==> src/common/tcr_pkg.sv <==
// Functional notes
// - complete/progress responses echo the sub-command
// - sync length error: expected then received length
// - sync sequence error: expected then received byte
// - sync group error carries bad group word
// - sync ack error carries bad ack word
// - async length error: expected then received length
// - async sequence error: expected then received byte
// - async group error carries bad group word
// - timeout, system, control word, data errors: no payload
// - command failed carries failing sub-command
// - sub-command error carries rejected sub-command
// - set acknowledged by bytes 00h 02h only
// - control 0 no stamp, 1 stamp every tag response
// - stamp order hours minutes seconds hundredths month day year
// - hours 00h-17h, minutes and seconds 00h-3bh
// - hundredths, year 00h-63h; month 01h-0ch; day 01h-1fh
// - query 0003h answered 00h 03h then control byte
// - one stored control governs all tag responses
// - codes classed by upper byte 82h 42h 48h
package tcr_pkg;
    localparam logic [15:0] CMD_SET_APPEND   = 16'h0002;
    localparam logic [15:0] CMD_GET_APPEND   = 16'h0003;
    localparam logic [7:0]  CLASS_SYNC_ERR   = 8'h82;
    localparam logic [7:0]  CLASS_ASYNC_ERR  = 8'h42;
    localparam logic [7:0]  CLASS_ASYNC_OK   = 8'h48;
    localparam logic [7:0]  SUB_COMPLETE     = 8'h00;
    localparam logic [7:0]  SUB_PROGRESS     = 8'h01;
    localparam logic [7:0]  SUB_LEN          = 8'h00;
    localparam logic [7:0]  SUB_SEQ          = 8'h01;
    localparam logic [7:0]  SUB_GROUP        = 8'h03;
    localparam logic [7:0]  SUB_TIMEOUT      = 8'h04;
    localparam logic [7:0]  SUB_FAILED       = 8'h06;
    localparam logic [7:0]  SUB_SYSTEM       = 8'h07;
    localparam logic [7:0]  SUB_SUBCMD       = 8'h08;
    localparam logic [7:0]  SUB_ACK          = 8'h09;
    localparam logic [7:0]  SUB_CTRLWORD     = 8'h0a;
    localparam logic [7:0]  SUB_CMDDATA      = 8'h0b;
    localparam logic        APPEND_RESET     = 1'b0;
    localparam int          FIFO_WIDTH       = 9;
    localparam int          FIFO_DEPTH       = 8;
    localparam int          MAX_BYTES        = 16;
    localparam int          STAMP_BYTES      = 7;
    localparam logic [7:0]  HOUR_MAX         = 8'h17;
    localparam logic [7:0]  MINSEC_MAX       = 8'h3b;
    localparam logic [7:0]  CENT_MAX         = 8'h63;
    localparam logic [7:0]  MONTH_MIN        = 8'h01;
    localparam logic [7:0]  MONTH_MAX        = 8'h0c;
    localparam logic [7:0]  DAY_MIN          = 8'h01;
    localparam logic [7:0]  DAY_MAX          = 8'h1f;

    typedef enum logic [3:0] {
        EV_COMPLETE, EV_PROGRESS, EV_S_LEN, EV_S_SEQ, EV_S_GROUP, EV_S_ACK,
        EV_A_LEN, EV_A_SEQ, EV_A_GROUP, EV_A_TIMEOUT, EV_A_FAILED, EV_A_SYSTEM,
        EV_A_SUBCMD, EV_A_CTRLWORD, EV_A_CMDDATA
    } tcr_event_e;

    typedef struct packed {
        tcr_event_e  kind;
        logic [15:0] word_a;
        logic [15:0] word_b;
    } tcr_event_s;

    typedef struct packed {
        logic [7:0] hours;
        logic [7:0] minutes;
        logic [7:0] seconds;
        logic [7:0] hundredths;
        logic [7:0] month;
        logic [7:0] day;
        logic [7:0] year;
    } tcr_stamp_s;

    typedef struct packed {
        logic       last;
        logic [7:0] data;
    } tcr_byte_s;
endpackage

==> src/hw/tcr_fifo.sv <==
`timescale 1ns/1ps
module tcr_fifo
    import tcr_pkg::*;
#(
    parameter int WIDTH = FIFO_WIDTH,
    parameter int DEPTH = FIFO_DEPTH
) (
    input  wire logic             clk,
    input  wire logic             rstn,
    input  wire logic [WIDTH-1:0] in_data,
    input  wire logic             in_valid,
    output logic                  in_ready,
    output logic [WIDTH-1:0]      out_data,
    output logic                  out_valid,
    input  wire logic             out_ready
);
    localparam int AW = $clog2(DEPTH);
    logic [WIDTH-1:0] mem [DEPTH];
    logic [AW-1:0]    wr_ptr;
    logic [AW-1:0]    rd_ptr;
    logic [AW:0]      count;
    logic [AW-1:0]    next_wr_ptr;
    logic [AW-1:0]    next_rd_ptr;
    logic [AW:0]      next_count;
    logic             push;
    logic             pop;

    assign in_ready  = (count != (AW+1)'(DEPTH));
    assign out_valid = (count != '0);
    assign out_data  = mem[rd_ptr];

    always_comb begin
        push        = in_valid && in_ready;
        pop         = out_valid && out_ready;
        next_wr_ptr = push ? ((wr_ptr == AW'(DEPTH-1)) ? '0 : wr_ptr + 1'b1) : wr_ptr;
        next_rd_ptr = pop ? ((rd_ptr == AW'(DEPTH-1)) ? '0 : rd_ptr + 1'b1) : rd_ptr;
        next_count  = count + (AW+1)'(push) - (AW+1)'(pop);
    end

    always_ff @(posedge clk) begin
        if (!rstn) begin
            wr_ptr <= '0;
            rd_ptr <= '0;
            count  <= '0;
        end else begin
            wr_ptr <= next_wr_ptr;
            rd_ptr <= next_rd_ptr;
            count  <= next_count;
        end
    end

    always_ff @(posedge clk) begin
        if (push) begin
            mem[wr_ptr] <= in_data;
        end
    end
endmodule

==> src/hw/tcr_stamp_clamp.sv <==
`timescale 1ns/1ps
module tcr_stamp_clamp
    import tcr_pkg::*;
(
    input  wire tcr_stamp_s raw,
    output tcr_stamp_s      clean
);
    // out-of-range fields clamp rather than pass garbage to the host
    function automatic logic [7:0] fit(input logic [7:0] v, input logic [7:0] lo,
                                       input logic [7:0] hi);
        fit = (v < lo) ? lo : ((v > hi) ? hi : v);
    endfunction

    always_comb begin
        clean.hours      = fit(raw.hours, 8'h00, HOUR_MAX);
        clean.minutes    = fit(raw.minutes, 8'h00, MINSEC_MAX);
        clean.seconds    = fit(raw.seconds, 8'h00, MINSEC_MAX);
        clean.hundredths = fit(raw.hundredths, 8'h00, CENT_MAX);
        clean.month      = fit(raw.month, MONTH_MIN, MONTH_MAX);
        clean.day        = fit(raw.day, DAY_MIN, DAY_MAX);
        clean.year       = fit(raw.year, 8'h00, CENT_MAX);
    end
endmodule

==> src/hw/tcr_responder.sv <==
`timescale 1ns/1ps
module tcr_responder
    import tcr_pkg::*;
(
    input  wire logic        clk,
    input  wire logic        rstn,
    input  wire logic        cmd_valid,
    input  wire logic [15:0] cmd_word,
    input  wire logic [7:0]  cmd_arg,
    output logic             cmd_ready,
    input  wire logic        evt_valid,
    input  wire tcr_event_s  evt,
    output logic             evt_ready,
    input  wire logic        tag_valid,
    input  wire logic        tag_last,
    input  wire logic [7:0]  tag_data,
    output logic             tag_ready,
    input  wire tcr_stamp_s  time_now,
    output logic             rsp_valid,
    output logic             rsp_last,
    output logic [7:0]       rsp_data,
    input  wire logic        rsp_ready,
    output logic             append_on
);
    typedef enum logic [1:0] {ST_IDLE, ST_MSG, ST_TAG, ST_STAMP} tcr_state_e;

    tcr_state_e          state;
    tcr_state_e          next_state;
    logic [7:0]          buf_q [MAX_BYTES];
    logic [7:0]          next_buf [MAX_BYTES];
    logic [4:0]          len;
    logic [4:0]          next_len;
    logic [4:0]          idx;
    logic [4:0]          next_idx;
    logic                append;
    logic                next_append;
    tcr_stamp_s          stamp;
    tcr_stamp_s          next_stamp;
    tcr_stamp_s          stamp_clean;
    logic [STAMP_BYTES*8-1:0] stamp_flat;
    tcr_byte_s           push_byte;
    logic                push_valid;
    logic                push_ready;
    tcr_byte_s           pop_byte;
    logic                pop_valid;
    logic                pop_ready;
    logic                next_rsp_valid;
    logic                next_rsp_last;
    logic [7:0]          next_rsp_data;

    // code word from class byte and sub-code
    function automatic logic [15:0] code(input logic [7:0] cls, input logic [7:0] sub);
        code = {cls, sub};
    endfunction

    tcr_stamp_clamp u_clamp (
        .raw   (time_now),
        .clean (stamp_clean)
    );

    tcr_fifo #(
        .WIDTH (FIFO_WIDTH),
        .DEPTH (FIFO_DEPTH)
    ) u_fifo (
        .clk       (clk),
        .rstn      (rstn),
        .in_data   (push_byte),
        .in_valid  (push_valid),
        .in_ready  (push_ready),
        .out_data  (pop_byte),
        .out_valid (pop_valid),
        .out_ready (pop_ready)
    );

    assign stamp_flat = stamp;
    assign cmd_ready  = (state == ST_IDLE);
    assign evt_ready  = (state == ST_IDLE) && !cmd_valid;
    assign tag_ready  = (state == ST_TAG) && push_ready;
    assign append_on  = append;
    // output register stage keeps rsp_valid, rsp_last and rsp_data straight from flops
    assign pop_ready  = !rsp_valid || rsp_ready;

    always_comb begin
        next_state  = state;
        next_len    = len;
        next_idx    = idx;
        next_append = append;
        next_stamp  = stamp;
        push_valid  = 1'b0;
        push_byte   = '0;
        for (int i = 0; i < MAX_BYTES; i++) begin
            next_buf[i] = buf_q[i];
        end
        case (state)
            ST_IDLE: begin
                next_idx = '0;
                if (cmd_valid) begin
                    next_state  = ST_MSG;
                    next_buf[0] = cmd_word[15:8];
                    next_buf[1] = cmd_word[7:0];
                    next_len    = 5'd2;
                    if (cmd_word == CMD_SET_APPEND) begin
                        next_append = cmd_arg[0];
                    end else if (cmd_word == CMD_GET_APPEND) begin
                        next_buf[2] = {7'h00, append};
                        next_len    = 5'd3;
                    end
                end else if (evt_valid) begin
                    next_state = ST_MSG;
                    next_buf[2] = evt.word_a[15:8];
                    next_buf[3] = evt.word_a[7:0];
                    next_buf[4] = evt.word_b[15:8];
                    next_buf[5] = evt.word_b[7:0];
                    next_len   = 5'd4;
                    case (evt.kind)
                        EV_COMPLETE: {next_buf[0], next_buf[1]} =
                            code(CLASS_ASYNC_OK, SUB_COMPLETE);
                        EV_PROGRESS: {next_buf[0], next_buf[1]} =
                            code(CLASS_ASYNC_OK, SUB_PROGRESS);
                        EV_S_LEN: begin
                            {next_buf[0], next_buf[1]} = code(CLASS_SYNC_ERR, SUB_LEN);
                            next_len = 5'd6;
                        end
                        EV_S_SEQ: begin
                            {next_buf[0], next_buf[1]} = code(CLASS_SYNC_ERR, SUB_SEQ);
                            next_buf[2] = evt.word_a[7:0];
                            next_buf[3] = evt.word_b[7:0];
                        end
                        EV_S_GROUP: {next_buf[0], next_buf[1]} =
                            code(CLASS_SYNC_ERR, SUB_GROUP);
                        EV_S_ACK: {next_buf[0], next_buf[1]} =
                            code(CLASS_SYNC_ERR, SUB_ACK);
                        EV_A_LEN: begin
                            {next_buf[0], next_buf[1]} = code(CLASS_ASYNC_ERR, SUB_LEN);
                            next_len = 5'd6;
                        end
                        EV_A_SEQ: begin
                            {next_buf[0], next_buf[1]} = code(CLASS_ASYNC_ERR, SUB_SEQ);
                            next_buf[2] = evt.word_a[7:0];
                            next_buf[3] = evt.word_b[7:0];
                        end
                        EV_A_GROUP: {next_buf[0], next_buf[1]} =
                            code(CLASS_ASYNC_ERR, SUB_GROUP);
                        EV_A_FAILED: {next_buf[0], next_buf[1]} =
                            code(CLASS_ASYNC_ERR, SUB_FAILED);
                        EV_A_SUBCMD: {next_buf[0], next_buf[1]} =
                            code(CLASS_ASYNC_ERR, SUB_SUBCMD);
                        EV_A_TIMEOUT: begin
                            {next_buf[0], next_buf[1]} = code(CLASS_ASYNC_ERR, SUB_TIMEOUT);
                            next_len = 5'd2;
                        end
                        EV_A_SYSTEM: begin
                            {next_buf[0], next_buf[1]} = code(CLASS_ASYNC_ERR, SUB_SYSTEM);
                            next_len = 5'd2;
                        end
                        EV_A_CTRLWORD: begin
                            {next_buf[0], next_buf[1]} = code(CLASS_ASYNC_ERR, SUB_CTRLWORD);
                            next_len = 5'd2;
                        end
                        default: begin
                            {next_buf[0], next_buf[1]} = code(CLASS_ASYNC_ERR, SUB_CMDDATA);
                            next_len = 5'd2;
                        end
                    endcase
                end else if (tag_valid) begin
                    next_state = ST_TAG;
                    next_stamp = stamp_clean; // single capture
                end
            end
            ST_MSG: begin
                push_valid = 1'b1;
                push_byte  = '{last: (idx == len - 5'd1), data: buf_q[idx[3:0]]};
                if (push_ready) begin
                    next_idx = idx + 5'd1;
                    if (idx == len - 5'd1) begin
                        next_state = ST_IDLE;
                    end
                end
            end
            ST_TAG: begin
                // the append flag is sampled per byte; it only changes in idle
                push_valid = tag_valid;
                push_byte  = '{last: tag_last && !append, data: tag_data};
                if (tag_valid && push_ready && tag_last) begin
                    next_idx   = '0;
                    next_state = append ? ST_STAMP : ST_IDLE;
                end
            end
            ST_STAMP: begin
                push_valid = 1'b1;
                // msb-first flatten gives hours first, year last
                push_byte  = '{last: (idx == 5'(STAMP_BYTES - 1)),
                               data: stamp_flat[(STAMP_BYTES*8-1) - idx*8 -: 8]};
                if (push_ready) begin
                    next_idx = idx + 5'd1;
                    if (idx == 5'(STAMP_BYTES - 1)) begin
                        next_state = ST_IDLE;
                    end
                end
            end
            default: next_state = ST_IDLE;
        endcase
    end

    always_comb begin
        next_rsp_valid = rsp_valid;
        next_rsp_last  = rsp_last;
        next_rsp_data  = rsp_data;
        if (pop_ready) begin
            next_rsp_valid = pop_valid;
            next_rsp_last  = pop_byte.last;
            next_rsp_data  = pop_byte.data;
        end
    end

    always_ff @(posedge clk) begin
        if (!rstn) begin
            state     <= ST_IDLE;
            len       <= '0;
            idx       <= '0;
            append    <= APPEND_RESET;
            stamp     <= '0;
            rsp_valid <= 1'b0;
            rsp_last  <= 1'b0;
            rsp_data  <= '0;
            for (int i = 0; i < MAX_BYTES; i++) begin
                buf_q[i] <= '0;
            end
        end else begin
            state     <= next_state;
            len       <= next_len;
            idx       <= next_idx;
            append    <= next_append;
            stamp     <= next_stamp;
            rsp_valid <= next_rsp_valid;
            rsp_last  <= next_rsp_last;
            rsp_data  <= next_rsp_data;
            for (int i = 0; i < MAX_BYTES; i++) begin
                buf_q[i] <= next_buf[i];
            end
        end
    end
endmodule

==> config.mk <==
export PLATFORM = sky130hd
export DESIGN_NAME = tcr_responder
export DESIGN_NICKNAME = d
export VERILOG_FILES = /design/src/common/tcr_pkg.sv /design/src/hw/tcr_fifo.sv /design/src/hw/tcr_stamp_clamp.sv /design/src/hw/tcr_responder.sv
export SDC_FILE = /design/constraint.sdc
export NUM_CORES = 1
export LEC_CHECK = 0
export BUFFER_PORTS_ARGS = -buffer_cell sky130_fd_sc_hd__buf_2
export CAP_MARGIN = 20
export CORE_MARGIN = 2
export CORE_UTILIZATION = 50
export CTS_BUF_LIST = sky130_fd_sc_hd__clkbuf_16
export CTS_CLUSTER_SIZE = 14
export DETAILED_ROUTE_END_ITERATION = 12
export PLACE_DENSITY = 0.71
export SLEW_MARGIN = 20
export SYNTH_ARGS = -nofsm -noshare
export SYNTH_HDL_FRONTEND = slang
export SYNTH_HIERARCHICAL = 1
export SYNTH_SLANG_ARGS = --single-unit
==> constraint.sdc <==
create_clock -name clk -period 2.9 [get_ports clk]
set_input_delay 0.435 -clock clk [delete_from_list [all_inputs] [get_ports clk]]
set_output_delay 0.435 -clock clk [all_outputs]
set_load 0.01 [all_outputs]
==> results of run 1 <==
-- layout make-up --
type,count,area share [%]
clock buffer,23,4.78
clock inverter,18,0.654
inverter,14,0.436
multi-input combinational,708,38.3
sequential,214,45.5
tap,275,2.86
timing repair buffer,165,7.43
-- power breakdown --
part | total [mW] | switching [mW] | internal, mW
Combinational | 1.72 | 0.910 | 0.812
Clock | 2.56 | 1.13 | 1.43
Sequential | 3.70 | 0.165 | 3.53
Total | 7.98 | 2.21 | 5.77
-- cells in the mapped netlist (all sizes together), types with 2 or more instances --
| cell type | n |
|---|---|
| buf | 51 |
| ha | 14 |
| o21a | 4 |
| nand3b | 8 |
| o311a | 2 |
| a22oi | 5 |
| or3b | 4 |
| mux2 | 9 |
| clkbuf | 28 |
| xor2 | 4 |
| a31oi | 9 |
| and2 | 30 |
| nand4 | 6 |
| a2111oi | 2 |
| mux2i | 39 |
| nand2b | 15 |
| a211oi | 2 |
| o21ai | 24 |
| nor3b | 6 |
| or4 | 2 |
| o22ai | 9 |
| nor3 | 18 |
| nand3 | 17 |
| edfxtp | 120 |
| or3 | 11 |
| nor4 | 6 |
| nor2b | 13 |
| and3 | 6 |
| or2 | 6 |
| a32o | 2 |
| a21oi | 37 |
| inv | 13 |
| a21boi | 66 |
| a21o | 3 |
| dfxtp | 94 |
| nand2 | 232 |
| xnor2 | 10 |
| a31o | 8 |
| nor2 | 38 |
| mux4 | 18 |
-- state kept, by name, indices dropped and copies added (netlist names), named ones only --
signal         flops
u_fifo/mem        72
stamp             56
buf_q             48
rsp_data           8
idx                5
u_fifo/count       4
len                3
u_fifo/rd_ptr      3
u_fifo/wr_ptr      3
state              2
append_on          1
rsp_last           1
rsp_valid          1
-- logic make-up (layout without fill, tap and decap cells) --
family | Yosys count | in the layout | share of synthesized area, %
AND/OR/NAND/NOR | 420 | 420 | 18.8
flip-flops | 214 | 214 | 52.0
AO/OA/AOI/OAI | 177 | 177 | 11.9
buffers and inverters | 93 | 220 | 4.88
multiplexers | 66 | 66 | 9.14
adder cells (fa/ha/maj) | 15 | 15 | 1.85
XOR/XNOR | 14 | 14 | 1.41
other | 1 | 16 | 0.0355
-- through the flow --
step	instance area, µm²	std cells	setup WS (ns)
floorplan	10600	1015	0.502
global route	12100	1417	0.0754
CTS	12100	1417	0.287
global placement	11400	1376	0.369
detailed placement	11400	1376	0.307
finish	12100	1417	0.242
-- worst max-delay path, cell delays in order (launching register included) --
cell	delay, ns
dfxtp_1	0.37
ha_1	0.33
xnor2_2	0.81
o21ai_0	0.23
a21oi_1	0.15
a31oi_1	0.07
a31o_1	0.37
-- metal layers --
layer,track usage (%),vias to the layer above,wire length [µm]
met5,0,-,0
met4,5.24,0,481
met2,33.7,165,10800
met3,2.51,32,804
met1,27.8,3526,10300
li1,-,3769,-
-- worst min path at each step --
stage	slack [ns]	startpoint	cells past startpoint	endpoint
after floorplan	0.43	stamp[8]$_SDFFE_PN0P_	2	stamp[8]$_SDFFE_PN0P_
after global placement	0.45	stamp[6]$_SDFFE_PN0P_	2	stamp[6]$_SDFFE_PN0P_
after detailed placement	0.45	stamp[6]$_SDFFE_PN0P_	2	stamp[6]$_SDFFE_PN0P_
after CTS	0.14	cmd_arg[0]	3	append_on$_SDFFE_PN0P_
after global routing	0.15	cmd_arg[0]	3	append_on$_SDFFE_PN0P_
final	0.16	cmd_arg[0]	3	append_on$_SDFFE_PN0P_
==> results.toml, run 1 <==
[detailed_routing]
drcViolationCount = 0
wirelength_mm = 22.3
vias_per_cell = 5.29
drtAntennaViolNets = 0
wl_per_cell_um = 15.8
num_vias = 7492
drt_iter0_markers = 468
first_pass_iters = 5

[logic_synthesis]
async_flop_share_pct = 0
synth_edf_count = 120
netlist_instances = 1000
synth_ff_type = "edfxtp_1"
yosysUniqueCellTypes = 69
synth_area_um2 = 10600
postSynthAreaPerCell_um2 = 10.6
synth-seq-area-share_pct = 52.0
ys.warnings.count = 6
ys_seq_elements = 214
synth_top_area_cell = "edfxtp_1"
synth_area_leaders = "edfxtp_1 34%, dfxtp_1 18%, nand2_1 8.2%"
synth_top_area_share_pct = 34.1

[critical_path]
r2r_setup_slack_ns = 0.24
cp.required_ns = 3.09
path_class = "flip-flop to flip-flop"
reg2reg_to = "u_fifo/mem[6][4]$_DFFE_PP_"
cp-endpoint = "u_fifo/mem[6][4]$_DFFE_PP_"
cp_data_arrival_time_ns = 2.85
r2r_start = "idx[1]$_SDFFE_PN0P_"
r2r_cells = 6
path_max_fanout = 24
cp-start-kind = "flip-flop"
crit_start = "idx[1]$_SDFFE_PN0P_"
end_kind = "flip-flop"

[placed_design]
portBuffers = 137
place_congestion = 0.852
hpwl_mm = 15.6

[timing]
fin_setup_tns_ns = 0
finalHoldViolCount = 0
setup_viol = 0
slew_violations = 0
tightest_slew_ns = 1.01
fin_crit_ns = 2.66
slew_headroom_pct = 32.6
rsz0062_at_grt = "false"
period_share_pct = 91.7
fin_skew_ns = 0.0199
whs_ns = 0.155
fmax_ghz = 0.376

[floorplan]
dieArea_um2 = 22300
fp.dieW_um = 149
design.core.area_um2 = 20900
rows = 53
die_h_um = 149
io_pins = 145
initial_core_util_pct = 50.5

[worst_hold_path]
hp-class = "input pin to flip-flop"

[cts]
cts.path.max_buffers = 3
post_cts_resized = 0
cts_tree = "yes"
clkLatencyLatePin_ns = 0.51
cts_hold_buffers = 0
clock-sinks = 214
post_cts_buffers = 0
numCtsBuffers = 23
cts_max_level = 1
clk_pin_slew_ns = 0.06
cts-root-buf = "clkbuf_16"

[pwr]
total_leakage_power_nw = 4.57
vdd_ir_drop_max_mv = 0.388
total_power_mw = 7.98
p_per_area_nw_per_um2 = 662

[cells_and_area]
final_cell_mix = "231 x nand2_1, 137 x buf_2, 120 x edfxtp_1"
multi_input_area_um2 = 4620
antenna_cells = 0
area_growth_pct = 14.2
layout_commonest_cell = "nand2_1"
final_util_pct = 57.7
fill_cells = 1802
layout.nets = 1272
final-seq-area_um2 = 5490
drive_above_1_share_pct = 20.8

[grt]
grt_pass1_vias = 7020
grt_pass1_wl_mm = 35.7
grt_util_all_layers_pct = 20.1
grt_max_degree = 95
grt_overflow = 0
antenna_found_initial = 0

[run_status]
status = "completed"

[job]
drv_cap = 0
Power figures use the tool's default switching activity.
==> inputs of run 2 (changes only) <==
--- a/config.mk
+++ b/config.mk
@@ -8,11 +8,11 @@
 export BUFFER_PORTS_ARGS = -buffer_cell sky130_fd_sc_hd__buf_2
 export CAP_MARGIN = 20
 export CORE_MARGIN = 2
-export CORE_UTILIZATION = 50
+export CORE_UTILIZATION = 58
 export CTS_BUF_LIST = sky130_fd_sc_hd__clkbuf_16
 export CTS_CLUSTER_SIZE = 14
 export DETAILED_ROUTE_END_ITERATION = 12
-export PLACE_DENSITY = 0.71
+export PLACE_DENSITY = 0.8
 export SLEW_MARGIN = 20
 export SYNTH_ARGS = -nofsm -noshare
 export SYNTH_HDL_FRONTEND = slang
==> run 2 against run 1 <==
Worst setup slack better by 0.13 ns. Worst hold slack better by 0.0073 ns. Largest power group unchanged. Critical endpoint is now u_fifo/count[2]$_SDFF_PN0_. Maximum frequency is 5.2% higher. Sequential cell count stayed put. Utilization is 9.6 points higher. Die area is 13% lower. Wire length is 2.2% higher. Non-clock buffer count is 1 higher. Critical path depth is 4 higher.
==> results.toml, run 2 (synthesis results as in run 1) <==
[cells_and_area]
area_growth_pct = 14.2
largest-register = "u_fifo/mem"
fin_area_um2 = 12100
largest_registers = "u_fifo/mem: 72 flops, stamp: 56 flops, buf_q: 48 flops"
final_cell_mix = "231 x nand2_1, 137 x buf_2, 120 x edfxtp_1"
final-seq-area_um2 = 5490
stdcell_count = 1371
antenna_cells = 0
fill_cells = 1384
layout_commonest_cell = "nand2_1"
layout.nets = 1273
final_util_pct = 67.3
drive_above_1_share_pct = 20.9
largest_reg_flops = 72
multi_input_area_um2 = 4620

[timing]
fmax_ghz = 0.396
finalHoldViolCount = 0
fin_setup_tns_ns = 0
slew_violations = 0
whs_ns = 0.162
slew_headroom_pct = 41.3
setup_viol = 0
fin_crit_ns = 2.53
fin_skew_ns = 0.00868
tightest_slew_ns = 0.874
rsz0062_at_grt = "false"
period_share_pct = 87.2

[detailed_routing]
wirelength_mm = 22.8
vias_per_cell = 5.59
drt_iter0_markers = 581
first_pass_iters = 5
wl_per_cell_um = 16.6
drtAntennaViolNets = 0
num_vias = 7658
drcViolationCount = 0

[grt]
use_met1_pct = 31.8
busiest_layer = "met2"
met2_usage_pct = 40.3
use_met3_pct = 2.87
grt_pass1_wl_mm = 36.7
grt_overflow = 0
grt_max_degree = 94
antenna_found_initial = 0
grt_util_all_layers_pct = 23.5
grt_pass1_vias = 7295

[placed_design]
place_congestion = 0.902
post_dp_cell_area_um2 = 11300
placed_cells = 1331
hpwl_mm = 16.4
portBuffers = 137

[critical_path]
cp-start-kind = "flip-flop"
cp_data_arrival_time_ns = 2.92
path_class = "flip-flop to flip-flop"
critPathMostFrequentCell = "ha_1"
path_max_fanout = 4
cp_num_buf_inv = 2
r2r_cells = 10
reg2reg_to = "u_fifo/count[2]$_SDFF_PN0_"
cpPeakStageDelay_ns = 0.40
crit_path_top_delay_cell = "or3b_1"
r2r_setup_slack_ns = 0.37
worstPathCellList = "inv_1 -> ha_1 -> or3b_1 -> and2_1 -> ha_1 -> inv_1 -> ha_1 -> fa_1 -> xor2_1 -> and2_1"
r2r_start = "u_fifo/count[2]$_SDFF_PN0_"
critical_path.top_delay_family = "adder cells"
end_kind = "flip-flop"
cp.required_ns = 3.29

[cts]
cts.path.max_buffers = 3
clock-sinks = 214
cts-root-buf = "clkbuf_16"
cts_max_level = 1
post_cts_resized = 0
clkLatencyLatePin_ns = 0.50
clk_pin_slew_ns = 0.06
post_cts_buffers = 0
cts_hold_buffers = 0
numCtsBuffers = 23
cts_tree = "yes"

[worst_hold_path]
holdPathEnd = "append_on$_SDFFE_PN0P_"
worstHoldStart = "cmd_arg[0]"
hold-path-cell-count = 3
hp-class = "input pin to flip-flop"

[floorplan]
dieArea_um2 = 19300
io_pins = 145
rows = 49
design.core.area_um2 = 17900
die_h_um = 139
initial_core_util_pct = 59.0
fp.dieW_um = 139

[pwr]
p_per_area_nw_per_um2 = 679
vdd_ir_drop_max_mv = 0.511
total_leakage_power_nw = 4.60

[run_status]
status = "completed"

[job]
drv_cap = 0
[run 2: changes by cell type in the layout (fill, tap and decap cells not counted), sizes merged]
cell,previous run,this run
bufinv,0,2
buf,165,166
clkinv,10,7
[run 2: layout make-up]
| class | count | area share (%) |
|---|---|---|
| Tap cell | 229 | 2.38 |
| Inverter | 14 | 0.436 |
| Multi-Input combinational cell | 708 | 38.4 |
| Clock inverter | 17 | 1.05 |
| Timing Repair Buffer | 166 | 7.49 |
| Sequential cell | 214 | 45.5 |
| Clock buffer | 23 | 4.77 |
[run 2: routing by layer]
| metal | vias up | part of all wire [%] |
|---|---|---|
| met5 | - | 0 |
| met4 | 0 | 2.8 |
| met3 | 42 | 5.1 |
| met2 | 241 | 50 |
| met1 | 3617 | 42 |
| li1 | 3758 | - |
[run 2: worst min-delay path: cells and delay by family]
family          cells  cell delay, ns
compound gates      1            0.06
simple gates        1            0.05
buf+inv             1            0.08
[run 2: worst max-delay path by stage]
| stage | cells past startpoint | start | endpoint | slack, ns |
|---|---|---|---|---|
| floorplan | 11 | u_fifo/count[2]$_SDFF_PN0_ | u_fifo/count[2]$_SDFF_PN0_ | 0.50 |
| global placement | 10 | u_fifo/count[2]$_SDFF_PN0_ | u_fifo/count[2]$_SDFF_PN0_ | 0.46 |
| detailed placement | 10 | u_fifo/count[2]$_SDFF_PN0_ | u_fifo/count[2]$_SDFF_PN0_ | 0.37 |
| CTS | 10 | u_fifo/count[2]$_SDFF_PN0_ | u_fifo/count[2]$_SDFF_PN0_ | 0.36 |
| global route | 10 | u_fifo/count[2]$_SDFF_PN0_ | u_fifo/count[2]$_SDFF_PN0_ | 0.27 |
| finish | 10 | u_fifo/count[2]$_SDFF_PN0_ | u_fifo/count[2]$_SDFF_PN0_ | 0.37 |
[run 2: power breakdown]
| group | total (mW) | switching (mW) | leakage (nW) | internal, mW |
|---|---|---|---|---|
| logic | 1.73 | 0.910 | 2.29 | 0.818 |
| clock network | 2.74 | 1.13 | 0.363 | 1.61 |
| registers | 3.72 | 0.193 | 1.95 | 3.53 |
[run 2: through the flow]
| step | setup slack (ns) | power (mW) |
|---|---|---|
| detailed placement | 0.373 | 5.51 |
| CTS | 0.359 | 8.23 |
| global route | 0.266 | 8.54 |
| global placement | 0.458 | 5.42 |
| floorplan | 0.502 | 5.01 |
| finish | 0.372 | 8.19 |
==> inputs of run 3 (changes only) <==
==> constraint.sdc (replaced) <==
create_clock -name clk -period 2.9 [get_ports clk]
set_input_delay 0.58 -clock clk [delete_from_list [all_inputs] [get_ports clk]]
set_output_delay 0.58 -clock clk [all_outputs]
set_load 0.01 [all_outputs]
==> run 3 against run 2 <==
Worst setup slack got worse by 0.033 ns. Combinational power is essentially flat. Sequential share of layout area about the same. Cell area hardly changed. Utilization about the same. Wire length is 0.45% lower.
==> results.toml, run 3 (synthesis results as in run 1) <==
[cells_and_area]
largest_reg_flops = 72
largest_registers = "u_fifo/mem: 72 flops, stamp: 56 flops, buf_q: 48 flops"
antenna_cells = 0
layout_commonest_cell = "nand2_1"
largest-register = "u_fifo/mem"
stdcell_count = 1375
drive_above_1_share_pct = 21.2
final_cell_mix = "231 x nand2_1, 137 x buf_2, 120 x edfxtp_1"
layout.nets = 1276
area_growth_pct = 14.3
fin_area_um2 = 12100

[grt]
grt_max_degree = 92
grt_overflow = 0
use_met1_pct = 31.8
grt_pass1_wl_mm = 36.5
met2_usage_pct = 39.8
grt_pass1_vias = 7251
antenna_found_initial = 0
busiest_layer = "met2"
use_met3_pct = 2.62
grt_util_all_layers_pct = 23.3

[cts]
post_cts_buffers = 0
clkLatencyLatePin_ns = 0.51
clock-sinks = 214
cts_max_level = 1
cts.path.max_buffers = 3
post_cts_resized = 0
numCtsBuffers = 22
cts_hold_buffers = 0
cts_tree = "yes"
clk_pin_slew_ns = 0.06
cts-root-buf = "clkbuf_16"

[timing]
slew_headroom_pct = 47.9
fin_setup_tns_ns = 0
fin_skew_ns = 0.0226
whs_ns = 0.290
setup_viol = 0
slew_violations = 0
fin_crit_ns = 2.56
finalHoldViolCount = 0
rsz0062_at_grt = "false"
period_share_pct = 88.3
tightest_slew_ns = 0.782
fmax_ghz = 0.391

[detailed_routing]
first_pass_iters = 5
vias_per_cell = 5.54
num_vias = 7619
drcViolationCount = 0
drt_iter0_markers = 464
wirelength_mm = 22.7
wl_per_cell_um = 16.5
drtAntennaViolNets = 0

[placed_design]
place_congestion = 0.891
portBuffers = 137
hpwl_mm = 15.9
post_dp_cell_area_um2 = 11400
placed_cells = 1335

[floorplan]
fp.dieW_um = 139
rows = 49
dieArea_um2 = 19300
die_h_um = 139
io_pins = 145
initial_core_util_pct = 59.0
design.core.area_um2 = 17900

[pwr]
switching_share_pct = 27.4
total_leakage_power_nw = 4.63
internal_power_mw = 5.88
p_clk_share_pct = 32.5
p_switching_mw = 2.22
power_frac_comb_pct = 21.7
p_seq_share_pct = 45.8
p_per_area_nw_per_um2 = 671
vdd_ir_drop_max_mv = 0.590

[critical_path]
cp_data_arrival_time_ns = 1.98
end_kind = "output pin"
path_class = "flip-flop to output pin"
cp.required_ns = 2.32
path_max_fanout = 10
cp-start-kind = "flip-flop"
r2r_cells = 10

[worst_hold_path]
hp-class = "input pin to flip-flop"
hold-path-cell-count = 3

[run_status]
status = "completed"

[job]
drv_cap = 0
run 3: changes by cell type in the layout (fill, tap and decap cells not counted), sizes merged:
cell / before / now
bufinv: 2 / 1
inv: 20 / 21
buf: 166 / 170
clkinvlp: 2 / 0
clkinv: 7 / 9
run 3: metrics by stage:
stage | utilization, % | total power [mW] | setup slack, ns
after floorplan | - | 5.01 | 0.410
after global placement | 63.6 | 5.44 | 0.456
after detailed placement | 63.6 | 5.51 | 0.395
after CTS | 67.4 | 8.15 | 0.325
after global routing | 67.4 | 8.50 | 0.212
final | 67.4 | 8.09 | 0.339
run 3: layer usage:
layer	vias to the layer above	routed length [µm]
li1	3769	-
met4	0	575
met3	40	980
met2	194	11100
met5	-	0
met1	3616	10000
run 3: power groups by stage:
stage,Clock [mW],Combinational (mW),Sequential (mW)
finish,2.63,1.75,3.71
global route,2.81,1.95,3.74
CTS,2.67,1.76,3.71
detailed placement,0,1.74,3.77
global placement,0,1.68,3.76
floorplan,0,1.30,3.71
run 3: final cells by class:
| type | instances | area (µm²) |
|---|---|---|
| repair buffers | 170 | 946 |
| fillers | 1352 | 5840 |
| clock inverters | 17 | 97.6 |
| clock buffers | 23 | 576 |
| multi-input cells | 708 | 4620 |
| flip-flops and latches | 214 | 5490 |
| inverters | 14 | 52.6 |
| well taps | 229 | 287 |
run 3: worst paths after layout:
check	startpoint	to	slack [ns]
max reg2reg	u_fifo/count[2]$_SDFF_PN0_	u_fifo/count[2]$_SDFF_PN0_	0.40
min reg2reg	rsp_data[7]$_SDFFE_PN0P_	rsp_data[7]$_SDFFE_PN0P_	0.46
max	state[0]$_SDFFE_PN0P_	tag_ready	0.34
min	cmd_arg[0]	append_on$_SDFFE_PN0P_	0.29
run 3: critical path: stages (launching register included):
cell and delay, ns:
dfxtp_1 0.42, buf_4 0.23, nor2b_1 0.47, and2_1 0.21
buf_2 0.14
